[src/pkg/pfcs_pkg.sv]
// Purpose: Shared constants and types for the PFC control sequencer
// Assumes: 20 MHz system clock, AXI4-Lite register access
// Notes: Comparator flags come from analog pins, asynchronous to clk_sys
package pfcs_pkg;

    // --
    // Clock and timing
    // --
    localparam int CLK_HZ = 20_000_000;
    localparam int SAMPLE_HZ = 3550;
    localparam int SAMPLE_CYC = (CLK_HZ + SAMPLE_HZ / 2) / SAMPLE_HZ;
    localparam int SYNC_TMO_NS = 108_000;
    localparam int SYNC_TMO_CYC = SYNC_TMO_NS / (1_000_000_000 / CLK_HZ);
    localparam int FSW_HZ = 65_000;
    localparam int OSC_CYC = CLK_HZ / FSW_HZ;
    localparam int SYNC_LOCK_PULSES = 6;
    localparam int NOTCH_DLY = 18;

    // --
    // Voltage loop
    // --
    localparam int SMP_W = 13;
    localparam int WORD_W = 9;
    localparam logic [WORD_W-1:0] WORD_MAX = 9'h100;
    localparam logic [WORD_W-1:0] SS_INIT = 9'h000;
    localparam int BG_PCT = 95;
    localparam int INT_FRAC = 8;

    // --
    // Register map and reset values
    // --
    localparam logic [7:0] REG_CTRL = 8'h00;
    localparam logic [7:0] REG_STATUS = 8'h04;
    localparam logic [7:0] REG_IRQ_STAT = 8'h08;
    localparam logic [7:0] REG_IRQ_MASK = 8'h0c;
    localparam logic [7:0] REG_GAIN = 8'h10;
    localparam logic [7:0] REG_TARGET = 8'h14;
    localparam logic [31:0] CTRL_RST = 32'h0000_0001;
    localparam logic [31:0] GAIN_RST = 32'h0000_0410;
    localparam logic [31:0] TARGET_RST = 32'h0000_0b00;
    localparam int CTRL_RUN_BIT = 0;
    localparam int ST_STATE_LSB = 0;
    localparam int ST_BG_BIT = 2;
    localparam int ST_LOCK_BIT = 3;
    localparam int ST_WORD_LSB = 8;
    localparam int ST_SMP_LSB = 17;
    localparam int IRQ_W = 6;
    localparam int IRQ_OFF = 0;
    localparam int IRQ_STBY = 1;
    localparam int IRQ_BG_RISE = 2;
    localparam int IRQ_BG_FALL = 3;
    localparam int IRQ_LOCK = 4;
    localparam int IRQ_UNLOCK = 5;
    localparam logic [1:0] RESP_OKAY = 2'h0;
    localparam logic [1:0] RESP_SLVERR = 2'h2;

    // --
    // Types
    // --
    typedef enum logic [1:0] {ST_OFF, ST_STANDBY, ST_SOFTSTART, ST_RUN} pfcs_state_t;

    typedef struct packed {
        logic supply_above_on;
        logic supply_below_off;
        logic bulk_above_min;
        logic brownout_above_on;
        logic enable_above_min;
        logic bulk_below_thl;
        logic rate_above_sync;
        logic ext_pulse;
        logic sd_bit;
    } pfcs_cmp_t;

    localparam int CMP_W = $bits(pfcs_cmp_t);

endpackage

[src/verilog/pfcs_sync2.sv]
// Purpose: Two-stage synchroniser for a bundle of asynchronous levels
// Assumes: Inputs are slow levels relative to clk_sys
// Notes: First stage feeds only the second stage
`timescale 1ns/10ps
module pfcs_sync2 #(
    parameter int W = 1
) (
    // Clock and reset
    input wire logic clk_sys,
    input wire logic rstn,
    // Levels
    input wire logic [W-1:0] d_async,
    output logic [W-1:0] q_sync
);

    logic [W-1:0] meta_r;

    always_ff @(posedge clk_sys or negedge rstn)
    begin
        if (!rstn)
        begin
            meta_r <= '0;
            q_sync <= '0;
        end
        else
        begin
            meta_r <= d_async;
            q_sync <= meta_r;
        end
    end

endmodule // pfcs_sync2

[src/verilog/pfcs_top.sv]
// Purpose: Sequencing, sync selection and digital voltage loop of a PFC core
// Assumes: Analog thresholds arrive as comparator flags
// Notes: Registers over AXI4-Lite; one level interrupt
//
// Implementation choices: the AXI4-Lite interface to the registers and the register addresses.
`timescale 1ns/10ps
// Notes on behaviour
// - Start only with supply, bulk, brownout good
// - Supply below off level forces off state
// - Low bulk or enable pin gives standby
// - Soft-start ramps word while below 95%
// - At 95% release ramp, set bulk good
// - Lock to external pulses after six
// - External rising edge ends each cycle
// - Pulse gap over 108us reverts oscillator
// - Decimate sigma-delta stream at 3.55 kHz
// - Notch out twice-line ripple by comb
// - PI compensation drives amplitude word
// - Compensator word saturates at 256
// - Standby forces compensation node high
// - Leaving standby restarts with soft-start
// - Bulk good drops below THL threshold
module pfcs_top
    import pfcs_pkg::*;
#(
    parameter int SAMPLE_CYCLES = SAMPLE_CYC,
    parameter int OSC_CYCLES = OSC_CYC
) (
    // Clock and reset
    input wire logic clk_sys,
    input wire logic rstn,
    // Comparator flags from pins
    input wire pfcs_cmp_t cmp_async,
    // Power stage controls
    output logic gate_run_r,
    output logic cycle_start_r,
    output logic node_clamp_r,
    output logic [WORD_W-1:0] amp_word_r,
    output logic bulk_good_flag_r,
    output logic softstart_r,
    output logic irq_r,
    // AXI4-Lite write
    input wire logic [7:0] s_awaddr,
    input wire logic s_awvalid,
    output logic s_awready,
    input wire logic [31:0] s_wdata,
    input wire logic [3:0] s_wstrb,
    input wire logic s_wvalid,
    output logic s_wready,
    output logic [1:0] s_bresp,
    output logic s_bvalid,
    input wire logic s_bready,
    // AXI4-Lite read
    input wire logic [7:0] s_araddr,
    input wire logic s_arvalid,
    output logic s_arready,
    output logic [31:0] s_rdata,
    output logic [1:0] s_rresp,
    output logic s_rvalid,
    input wire logic s_rready
);

    // --
    // Input synchronisers
    // --
    pfcs_cmp_t cmp;
    pfcs_sync2 #(.W(CMP_W)) u_sync (
        .clk_sys(clk_sys),
        .rstn(rstn),
        .d_async(cmp_async),
        .q_sync(cmp)
    );

    logic [31:0] ctrl_r;
    logic [31:0] gain_r;
    logic [31:0] target_r;
    logic [IRQ_W-1:0] irq_stat_r;
    logic [IRQ_W-1:0] irq_mask_r;
    logic [IRQ_W-1:0] irq_ev;

    // --
    // Operating state
    // --
    pfcs_state_t state_r;
    pfcs_state_t state_nxt;
    logic stby_cond;
    logic ss_done;

    assign stby_cond = !cmp.bulk_above_min || !cmp.enable_above_min || !ctrl_r[CTRL_RUN_BIT];

    always_comb
    begin
        state_nxt = state_r;
        case (state_r)
            ST_OFF:
                if (cmp.supply_above_on && cmp.bulk_above_min && cmp.brownout_above_on
                    && cmp.enable_above_min && ctrl_r[CTRL_RUN_BIT])
                    state_nxt = ST_SOFTSTART;
            ST_STANDBY:
                if (!stby_cond)
                    state_nxt = ST_SOFTSTART;
            ST_SOFTSTART:
                if (ss_done)
                    state_nxt = ST_RUN;
            ST_RUN:
                state_nxt = ST_RUN;
        endcase
        if (state_r != ST_OFF && stby_cond)
            state_nxt = ST_STANDBY;
        if (cmp.supply_below_off)
            state_nxt = ST_OFF;
    end

    always_ff @(posedge clk_sys or negedge rstn)
    begin
        if (!rstn)
            state_r <= ST_OFF;
        else
            state_r <= state_nxt;
    end

    // Drive permission and standby clamp
    always_ff @(posedge clk_sys or negedge rstn)
    begin
        if (!rstn)
        begin
            gate_run_r <= 1'b0;
            node_clamp_r <= 1'b0;
            softstart_r <= 1'b0;
        end
        else
        begin
            gate_run_r <= (state_nxt == ST_SOFTSTART) || (state_nxt == ST_RUN);
            node_clamp_r <= (state_nxt == ST_STANDBY);
            softstart_r <= (state_nxt == ST_SOFTSTART);
        end
    end

    // --
    // Oscillator and external sync
    // --
    logic pulse_d_r;
    logic pulse_rise;
    logic [2:0] pulse_cnt_r;
    logic locked_r;
    logic [15:0] gap_cnt_r;
    logic [15:0] osc_cnt_r;
    logic gap_expired;
    logic osc_tick;

    assign pulse_rise = cmp.ext_pulse && !pulse_d_r;
    assign gap_expired = (gap_cnt_r >= 16'(SYNC_TMO_CYC));
    assign osc_tick = (osc_cnt_r >= 16'(OSC_CYCLES - 1));

    always_ff @(posedge clk_sys or negedge rstn)
    begin
        if (!rstn)
        begin
            pulse_d_r <= 1'b0;
            pulse_cnt_r <= 3'h0;
            locked_r <= 1'b0;
            gap_cnt_r <= 16'h0000;
        end
        else
        begin
            pulse_d_r <= cmp.ext_pulse;
            if (!cmp.rate_above_sync || gap_expired)
            begin
                pulse_cnt_r <= 3'h0;
                locked_r <= 1'b0;
                gap_cnt_r <= 16'h0000;
            end
            else if (pulse_rise)
            begin
                gap_cnt_r <= 16'h0000;
                if (pulse_cnt_r < 3'(SYNC_LOCK_PULSES))
                    pulse_cnt_r <= pulse_cnt_r + 3'h1;
                if (pulse_cnt_r >= 3'(SYNC_LOCK_PULSES - 1))
                    locked_r <= 1'b1;
            end
            else if (pulse_cnt_r != 3'h0)
                gap_cnt_r <= gap_cnt_r + 16'h0001;
        end
    end

    always_ff @(posedge clk_sys or negedge rstn)
    begin
        if (!rstn)
        begin
            osc_cnt_r <= 16'h0000;
            cycle_start_r <= 1'b0;
        end
        else
        begin
            osc_cnt_r <= (osc_tick || locked_r) ? 16'h0000 : osc_cnt_r + 16'h0001;
            if (locked_r)
                cycle_start_r <= pulse_rise && gate_run_r;
            else
                cycle_start_r <= osc_tick && gate_run_r;
        end
    end

    // --
    // Sigma-delta decimation
    // --
    logic [SMP_W-1:0] win_cnt_r;
    logic [SMP_W-1:0] ones_cnt_r;
    logic [SMP_W-1:0] sample_r;
    logic sample_vld_r;

    always_ff @(posedge clk_sys or negedge rstn)
    begin
        if (!rstn)
        begin
            win_cnt_r <= '0;
            ones_cnt_r <= '0;
            sample_r <= '0;
            sample_vld_r <= 1'b0;
        end
        else
        begin
            sample_vld_r <= 1'b0;
            if (win_cnt_r >= SMP_W'(SAMPLE_CYCLES - 1))
            begin
                win_cnt_r <= '0;
                ones_cnt_r <= '0;
                sample_r <= ones_cnt_r + SMP_W'(cmp.sd_bit);
                sample_vld_r <= 1'b1;
            end
            else
            begin
                win_cnt_r <= win_cnt_r + 1'b1;
                ones_cnt_r <= ones_cnt_r + SMP_W'(cmp.sd_bit);
            end
        end
    end

    // --
    // Notch filter (half-period comb)
    // --
    logic [SMP_W-1:0] dly_mem [NOTCH_DLY];
    logic [4:0] dly_ptr_r;
    logic [SMP_W-1:0] filt_r;
    logic filt_vld_r;
    logic [SMP_W:0] comb_sum;

    assign comb_sum = {1'b0, sample_r} + {1'b0, dly_mem[dly_ptr_r]};

    always_ff @(posedge clk_sys)
    begin
        if (sample_vld_r)
            dly_mem[dly_ptr_r] <= sample_r;
    end

    always_ff @(posedge clk_sys or negedge rstn)
    begin
        if (!rstn)
        begin
            dly_ptr_r <= 5'h00;
            filt_r <= '0;
            filt_vld_r <= 1'b0;
        end
        else
        begin
            filt_vld_r <= sample_vld_r;
            if (sample_vld_r)
            begin
                filt_r <= comb_sum[SMP_W:1];
                dly_ptr_r <= (dly_ptr_r == 5'(NOTCH_DLY - 1)) ? 5'h00 : dly_ptr_r + 5'h01;
            end
        end
    end

    // --
    // PI compensator and soft-start
    // --
    localparam int ACC_W = 26;
    localparam logic signed [ACC_W-1:0] ACC_MAX = ACC_W'(int'(WORD_MAX) << INT_FRAC);
    logic signed [ACC_W-1:0] integ_r;
    logic signed [ACC_W-1:0] err;
    logic signed [ACC_W-1:0] integ_sum;
    logic signed [ACC_W-1:0] integ_nxt;
    logic signed [ACC_W-1:0] pi_sum;
    logic [WORD_W-1:0] word_nxt;
    logic [WORD_W-1:0] ramp_r;
    logic [SMP_W+7:0] bg_lhs;
    logic [SMP_W+7:0] bg_rhs;

    assign err = ACC_W'(signed'({1'b0, target_r[SMP_W-1:0]})) - ACC_W'(signed'({1'b0, filt_r}));
    assign integ_sum = integ_r + err * ACC_W'(signed'({1'b0, gain_r[15:8]}));
    assign pi_sum = integ_nxt + err * ACC_W'(signed'({1'b0, gain_r[7:0]}));
    assign bg_lhs = (SMP_W+8)'(filt_r) * (SMP_W+8)'(100);
    assign bg_rhs = (SMP_W+8)'(target_r[SMP_W-1:0]) * (SMP_W+8)'(BG_PCT);
    assign ss_done = filt_vld_r && (bg_lhs >= bg_rhs);

    always_comb
    begin
        if (integ_sum > ACC_MAX)
            integ_nxt = ACC_MAX;
        else if (integ_sum < 0)
            integ_nxt = '0;
        else
            integ_nxt = integ_sum;
        if (pi_sum >= ACC_MAX)
            word_nxt = WORD_MAX;
        else if (pi_sum < 0)
            word_nxt = '0;
        else
            word_nxt = pi_sum[INT_FRAC +: WORD_W];
    end

    always_ff @(posedge clk_sys or negedge rstn)
    begin
        if (!rstn)
        begin
            ramp_r <= SS_INIT;
            integ_r <= '0;
            amp_word_r <= '0;
        end
        else if (state_r == ST_SOFTSTART)
        begin
            if (filt_vld_r && ramp_r < WORD_MAX)
                ramp_r <= ramp_r + 1'b1;
            integ_r <= ACC_W'(int'(ramp_r) << INT_FRAC);
            amp_word_r <= ramp_r;
        end
        else if (state_r == ST_RUN)
        begin
            if (filt_vld_r)
            begin
                integ_r <= integ_nxt;
                amp_word_r <= word_nxt;
            end
        end
        else
        begin
            ramp_r <= SS_INIT;
            integ_r <= '0;
            amp_word_r <= '0;
        end
    end

    // Bulk good flag
    always_ff @(posedge clk_sys or negedge rstn)
    begin
        if (!rstn)
            bulk_good_flag_r <= 1'b0;
        else if (state_nxt != ST_SOFTSTART && state_nxt != ST_RUN)
            bulk_good_flag_r <= 1'b0;
        else if (cmp.bulk_below_thl)
            bulk_good_flag_r <= 1'b0;
        else if (state_r == ST_SOFTSTART && ss_done)
            bulk_good_flag_r <= 1'b1;
    end

    // --
    // Interrupt events
    // --
    logic bg_d_r;
    logic lock_d_r;
    pfcs_state_t state_d_r;

    always_ff @(posedge clk_sys or negedge rstn)
    begin
        if (!rstn)
        begin
            bg_d_r <= 1'b0;
            lock_d_r <= 1'b0;
            state_d_r <= ST_OFF;
        end
        else
        begin
            bg_d_r <= bulk_good_flag_r;
            lock_d_r <= locked_r;
            state_d_r <= state_r;
        end
    end

    always_comb
    begin
        irq_ev = '0;
        irq_ev[IRQ_OFF] = (state_r == ST_OFF) && (state_d_r != ST_OFF);
        irq_ev[IRQ_STBY] = (state_r == ST_STANDBY) && (state_d_r != ST_STANDBY);
        irq_ev[IRQ_BG_RISE] = bulk_good_flag_r && !bg_d_r;
        irq_ev[IRQ_BG_FALL] = !bulk_good_flag_r && bg_d_r;
        irq_ev[IRQ_LOCK] = locked_r && !lock_d_r;
        irq_ev[IRQ_UNLOCK] = !locked_r && lock_d_r;
    end

    // --
    // AXI4-Lite slave
    // --
    logic aw_got_r;
    logic w_got_r;
    logic [7:0] waddr_r;
    logic [31:0] wdata_r;
    logic [3:0] wstrb_r;
    logic do_write;
    logic [IRQ_W-1:0] w1c;
    logic [31:0] rd_val;
    logic rd_err;

    function automatic logic [31:0] merge(input logic [31:0] old, nw, input logic [3:0] s);
        logic [31:0] m;
        m = {{8{s[3]}}, {8{s[2]}}, {8{s[1]}}, {8{s[0]}}};
        return (old & ~m) | (nw & m);
    endfunction

    assign do_write = aw_got_r && w_got_r && !s_bvalid;
    assign w1c = (do_write && waddr_r == REG_IRQ_STAT && wstrb_r[0]) ? wdata_r[IRQ_W-1:0] : '0;

    always_ff @(posedge clk_sys or negedge rstn)
    begin
        if (!rstn)
        begin
            s_awready <= 1'b0;
            s_wready <= 1'b0;
            aw_got_r <= 1'b0;
            w_got_r <= 1'b0;
            waddr_r <= 8'h00;
            wdata_r <= 32'h0000_0000;
            wstrb_r <= 4'h0;
            s_bvalid <= 1'b0;
            s_bresp <= RESP_OKAY;
        end
        else
        begin
            if (s_awready && s_awvalid)
            begin
                s_awready <= 1'b0;
                aw_got_r <= 1'b1;
                waddr_r <= s_awaddr;
            end
            else if (!aw_got_r && !s_bvalid)
                s_awready <= 1'b1;
            if (s_wready && s_wvalid)
            begin
                s_wready <= 1'b0;
                w_got_r <= 1'b1;
                wdata_r <= s_wdata;
                wstrb_r <= s_wstrb;
            end
            else if (!w_got_r && !s_bvalid)
                s_wready <= 1'b1;
            if (do_write)
            begin
                aw_got_r <= 1'b0;
                w_got_r <= 1'b0;
                s_bvalid <= 1'b1;
                s_bresp <= (waddr_r == REG_CTRL || waddr_r == REG_IRQ_STAT
                            || waddr_r == REG_IRQ_MASK || waddr_r == REG_GAIN
                            || waddr_r == REG_TARGET) ? RESP_OKAY : RESP_SLVERR;
            end
            else if (s_bvalid && s_bready)
                s_bvalid <= 1'b0;
        end
    end

    // Writable registers
    always_ff @(posedge clk_sys or negedge rstn)
    begin
        if (!rstn)
        begin
            ctrl_r <= CTRL_RST;
            gain_r <= GAIN_RST;
            target_r <= TARGET_RST;
            irq_mask_r <= '0;
        end
        else if (do_write)
        begin
            if (waddr_r == REG_CTRL)
                ctrl_r <= merge(ctrl_r, wdata_r, wstrb_r) & 32'h0000_0001;
            else if (waddr_r == REG_GAIN)
                gain_r <= merge(gain_r, wdata_r, wstrb_r) & 32'h0000_ffff;
            else if (waddr_r == REG_TARGET)
                target_r <= merge(target_r, wdata_r, wstrb_r) & 32'h0000_1fff;
            else if (waddr_r == REG_IRQ_MASK && wstrb_r[0])
                irq_mask_r <= wdata_r[IRQ_W-1:0];
        end
    end

    // Sticky status, set wins over clear
    always_ff @(posedge clk_sys or negedge rstn)
    begin
        if (!rstn)
        begin
            irq_stat_r <= '0;
            irq_r <= 1'b0;
        end
        else
        begin
            irq_stat_r <= (irq_stat_r & ~w1c) | irq_ev;
            irq_r <= |(((irq_stat_r & ~w1c) | irq_ev) & irq_mask_r);
        end
    end

    // Read decode
    always_comb
    begin
        rd_val = 32'h0000_0000;
        rd_err = 1'b0;
        if (s_araddr == REG_CTRL)
            rd_val = ctrl_r;
        else if (s_araddr == REG_STATUS)
        begin
            rd_val[ST_STATE_LSB +: 2] = state_r;
            rd_val[ST_BG_BIT] = bulk_good_flag_r;
            rd_val[ST_LOCK_BIT] = locked_r;
            rd_val[ST_WORD_LSB +: WORD_W] = amp_word_r;
            rd_val[ST_SMP_LSB +: SMP_W] = filt_r;
        end
        else if (s_araddr == REG_IRQ_STAT)
            rd_val[IRQ_W-1:0] = irq_stat_r;
        else if (s_araddr == REG_IRQ_MASK)
            rd_val[IRQ_W-1:0] = irq_mask_r;
        else if (s_araddr == REG_GAIN)
            rd_val = gain_r;
        else if (s_araddr == REG_TARGET)
            rd_val = target_r;
        else
            rd_err = 1'b1;
    end

    always_ff @(posedge clk_sys or negedge rstn)
    begin
        if (!rstn)
        begin
            s_arready <= 1'b0;
            s_rvalid <= 1'b0;
            s_rdata <= 32'h0000_0000;
            s_rresp <= RESP_OKAY;
        end
        else
        begin
            if (s_arready && s_arvalid)
            begin
                s_arready <= 1'b0;
                s_rvalid <= 1'b1;
                s_rdata <= rd_val;
                s_rresp <= rd_err ? RESP_SLVERR : RESP_OKAY;
            end
            else if (s_rvalid && s_rready)
                s_rvalid <= 1'b0;
            else if (!s_rvalid)
                s_arready <= 1'b1;
        end
    end

endmodule // pfcs_top
[config.mk]
export PLATFORM = sky130hd
export DESIGN_NAME = pfcs_top
export DESIGN_NICKNAME = d
export VERILOG_FILES = /design/src/pkg/pfcs_pkg.sv /design/src/verilog/pfcs_sync2.sv /design/src/verilog/pfcs_top.sv
export SDC_FILE = /design/constraint.sdc
export NUM_CORES = 2
export LEC_CHECK = 0
export BUFFER_PORTS_ARGS = -buffer_cell sky130_fd_sc_hd__buf_2
export CAP_MARGIN = 20
export CELL_PAD_IN_SITES_DETAIL_PLACEMENT = 1
export CELL_PAD_IN_SITES_GLOBAL_PLACEMENT = 1
export CORE_MARGIN = 8
export CORE_UTILIZATION = 48
export CTS_BUF_LIST = sky130_fd_sc_hd__clkbuf_4
export DETAILED_ROUTE_END_ITERATION = 6
export GPL_TIMING_DRIVEN = 0
export PLACE_DENSITY_LB_ADDON = 0.1
export SETUP_SLACK_MARGIN = 0.3
export SKIP_CTS_REPAIR_TIMING = 1
export SLEW_MARGIN = 40
export SYNTH_ARGS = -nofsm -noshare
export SYNTH_HDL_FRONTEND = slang
export SYNTH_SLANG_ARGS = --single-unit
[constraint.sdc]
create_clock -name clk_sys -period 12.44 [get_ports clk_sys]
set_input_delay 2.488 -clock clk_sys [delete_from_list [all_inputs] [get_ports clk_sys]]
set_output_delay 2.488 -clock clk_sys [all_outputs]
set_load 0.005 [all_outputs]
==> results summary <==
Routability-driven placement finished with a final weighted congestion of 0.916. The fraction of registers with async set/reset came out at 54.1%. By area the synthesized netlist is led by edfxtp_1 19%, dfrtp_1 19%, fa_1 16%, ha_1 9.0%, inv_1 4.6%.

A synthesized cell averages 11.0 µm². The post-synthesis simple-gate area fraction is 12.3%. In this run, synthesis produced a sequential element count of 510. The run finished with clean final reports.

The leakage power is 18.3 nW. Measured against its own limit, the worst slew margin works out to 40.8%. The count of routing violations after the opening detailed-route iteration came out at 1,713. On the critical path, the stage with the largest delay is an instance of or4b_2.

The worst hold path begins at u_sync.meta_r[2]. The most numerous cell type found on the critical path is fa_1. The main combinational cell family by area after synthesis is adder cells. The area growth from synthesis to layout is 13.3%.

The starting density of the core came out at 48.2%. The endpoint required time on the critical path came out at 13.32 ns. The number of detailed-route iterations in the first pass came out at 7. The multiplexer share of the synthesized area is 7.31%. Power spread over the standard cell area amounts to 122 mW/mm². The first-pass GRT wire length came out at 167 mm. The Yosys step of the flow raised 0 warnings. The capture point of the critical path is amp_word_r[6]. The core region area is 0.0754 mm². The maximum number of pins on one net before global-route repair is 74.

The H-tree depth reported by CTS came out at 4. The die area is 0.0848 mm². The synthesized design devotes to its leading area cell type 19.3% of total area. The library cell used most frequently in the layout, excluding fill and tap cells, is inv_1. The final number of max-transition violations is 0. The depth of the critical timing path with buffers and inverters included came out at 47. The stage delay of the slowest cell on the critical path came out at 0.63 ns. The multi-input combinational cell area came out at 0.0208 mm².

The final cell count without fillers is 4,711. Summing the areas of all xor and xnor instances in the mapped netlist gives 2.58% of the synthesized area. The compound-cell area share of the yosys netlist is 8.95%.

The buffer levels on the longest clock path came out at 3. The relative contribution of sequential cells to total power is 39.4%. Tracing the worst setup path back leads to its startpoint at filt_r[0]. The final count of negative-setup-slack endpoints is 0. Cells with a size suffix above 1 make up 18.7% of the layout. The number of hold violations in the final report is 0. The maximum frequency from static timing analysis is 84.9 MHz. After filler insertion, the fill cell instance count of the layout stands at 8,195. The tightest hold margin came out at 0.351 ns. The transition time at the pin with the least slew margin came out at 0.887 ns. In this run the worst path has a maximum fanout of 10. The number of distinct library cells after synthesis is 79.

After detailed routing, the number of vias per cell comes to 5.66. The netlist area before placement is 0.0363 mm². The clock transition at the register clock pins on the worst setup and hold paths after CTS came out at 0.07 ns. The number of antenna violations at the first check in global routing is 4.

In this run, the combinational gates consume 27.5% of the power. The final period utilization came out at 94.7%. Synthesis produced a netlist whose cell count is 3,301.

The portion of the post-synthesis area used by sequential elements is 38.4%. In the layout the commonest cells are 443 x inv_1, 280 x fa_1, 264 x nand2_1, 261 x dfrtp_1, 253 x ha_1. The final routed DRC violation total came out at 0.

The top-level I/O count came out at 124. The part of the total power dissipated in the clock network is 33.1%. The placed wire-length estimate after detailed placement came out at 82.1 mm. The critical path is of the reg -> reg type.

The total vias in the final route came out at 26,663. The analysis attributes to net switching a power of 0.00177 W. After floorplanning, the core was divided into 101 placement rows. Across every metal layer, demand over resource in global routing totals 25.1%. The cell sitting at the root of the clock tree is a clkbuf_4.

Summed over all instances, the cell type with the most area after synthesis is edfxtp_1. The average wire per cell in the routed design is 22.7 µm. At the later pin of the worst-skew pair, clock insertion delay measures 1.04 ns.

The number of cells after detailed placement is 4,407. The detailed-route wire length is 107 mm. The net count of the finished layout is 4,229. Setup repair after global routing left no endpoint under its margin. The worst reg2reg path endpoint is amp_word_r[6]. For the final database, setup skew stands at 0.0921 ns. After routing, the total negative slack on setup checks comes to 0 ns. The die outline height came out at 291 µm. The via count of the first global-routing pass came out at 29,437. The maximum ir drop on the vdd rail is 0.0971 mV. The arithmetic-cell share of the synthesized area counting full adders, half adders and majority gates came out at 24.5%.

Counting the buffers created by CTS gives 144. CTS saw 510 sinks. The setup check on the worst reg-to-reg path leaves a slack of 0.66 ns. The number of buffers and inverters on the critical path came out at 10. In this run the critical register-to-register path is launched from filt_r[0]. The most frequently used flop master after synthesis is dfrtp_1. The critical path data arrival time is 12.66 ns.

The clock period minus worst slack is 11.78 ns. The path category of the worst min-delay check is reg -> reg. The number of I/O port buffers is 101. From left edge to right edge, the die measures 291 µm. Among cell families on the critical path, the largest total delay comes from adder cells.

STA classifies the critical path endpoint as a flop. The kind of launch point of the worst setup path is a flop. The internal power consumption came out at 0.00324 W.

TritonCTS built the clock tree. In this run switching power makes up 35.3% of total power. The remaining antenna violation count after routing is 0. The number of cell instances on the worst register-to-register path came out at 47. The total of max-cap violations came out at 0. The total overflow left after global routing is 0. The register area came out at 0.0140 mm². The number of flops mapped to enable cells by yosys is 234.
## synthesized netlist by cell type, drive strengths merged (12+ instances only)
cell type,n
xnor2,52
dfrtp,270
mux4,50
a211oi,20
nor2,169
buf,14
and2,97
edfxtp,234
o31ai,13
fa,282
a31oi,13
clkbuf,112
a21o,51
nor2b,47
xor2,55
ha,261
a221oi,18
mux2,118
nand3,73
a21oi,93
mux2i,20
nor4,12
nand2,264
nor3b,29
nand4,16
a22oi,45
or3,14
o21a,17
nand2b,53
o21ai,116
nor3,46
inv,445
and3,45
## layer usage
| layer | wire length (µm) | track usage [%] | up-vias |
|---|---|---|---|
| li1 | - | - | 11963 |
| met1 | 47700 | 34.5 | 13761 |
| met2 | 50400 | 40.3 | 774 |
| met3 | 6360 | 5.01 | 163 |
| met4 | 2600 | 7.40 | 2 |
| met5 | 13 | 0 | - |
## cell type report
class | instances | share of cell area (%)
antenna | 3 | 0.0182
buffer | 126 | 1.43
clock buffer | 216 | 3.94
clock inverter | 42 | 0.821
inverter | 447 | 4.08
multi-input combinational | 2240 | 50.5
sequential | 510 | 33.9
tap | 978 | 2.97
timing repair buffer | 149 | 2.30
## through the flow
stage | cell area (µm²) | util [%] | power (W) | setup slack [ns]
floorplan | 36400 | - | 0.00272 | 0.678
global placement | 38200 | 50.6 | 0.00311 | -2.78
detailed placement | 38300 | 50.8 | 0.00319 | -1.91
CTS | 40300 | 53.4 | 0.00487 | -1.97
global route | 41200 | 54.6 | 0.00526 | 0.162
finish | 41200 | 54.6 | 0.00501 | 0.657
## how the worst min path moves through the flow
stage	to	slack (ns)	depth (start not counted)
after floorplan	u_sync.q_sync[0]	0.33	0
after global placement	u_sync.q_sync[0]	0.34	0
after detailed placement	u_sync.q_sync[2]	0.34	0
after CTS	u_sync.q_sync[2]	0.35	0
after global routing	u_sync.q_sync[2]	0.36	0
final	u_sync.q_sync[2]	0.35	0
## worst register-to-register path, delay by kind of cell (launching register included)
family / cells / cell delay (ns)
AND/OR/NAND/NOR: 14 / 2.65
AO/OA/AOI/OAI: 13 / 2.99
buffers and inverters: 10 / 1.41
adder cells (fa/ha/maj): 10 / 4.20
flip-flops: 1 / 0.43
## power groups by stage
stage,Sequential (W),Clock [W],Combinational (W)
2_1_floorplan,0.00195,0,0.000776
3_3_place_gp,0.00200,0,0.00111
3_5_place_dp,0.00201,0,0.00118
4_1_cts,0.00197,0.00171,0.00119
5_1_grt,0.00199,0.00177,0.00150
6_report,0.00197,0.00166,0.00138
## flip-flops by register name, summed over array words and instances, names as in the netlist, 6 cells and up, named ones only
name           count
irq_stat_r         6
irq_mask_r         6
ramp_r             9
u_sync.q_sync      9
waddr_r            8
amp_word_r         9
sample_r          13
filt_r            13
gap_cnt_r         16
s_rdata           30
wdata_r           16
u_sync.meta_r      9
osc_cnt_r         16
win_cnt_r         13
integ_r           25
ones_cnt_r        13
dly_mem          234
## kinds of logic (layout without fill, tap and decap cells)
| logic type | Yosys count | count (layout) |
|---|---|---|
| and+or+nand+nor | 896 | 896 |
| buffers and inverters | 573 | 980 |
| adders and majority gates | 543 | 543 |
| DFF | 510 | 510 |
| AOI/OAI and AO/OA | 482 | 482 |
| muxes | 188 | 188 |
| xor gates and xnor gates | 107 | 107 |
| other | 2 | 27 |
Note: power is estimated with default switching activity, not from simulation.
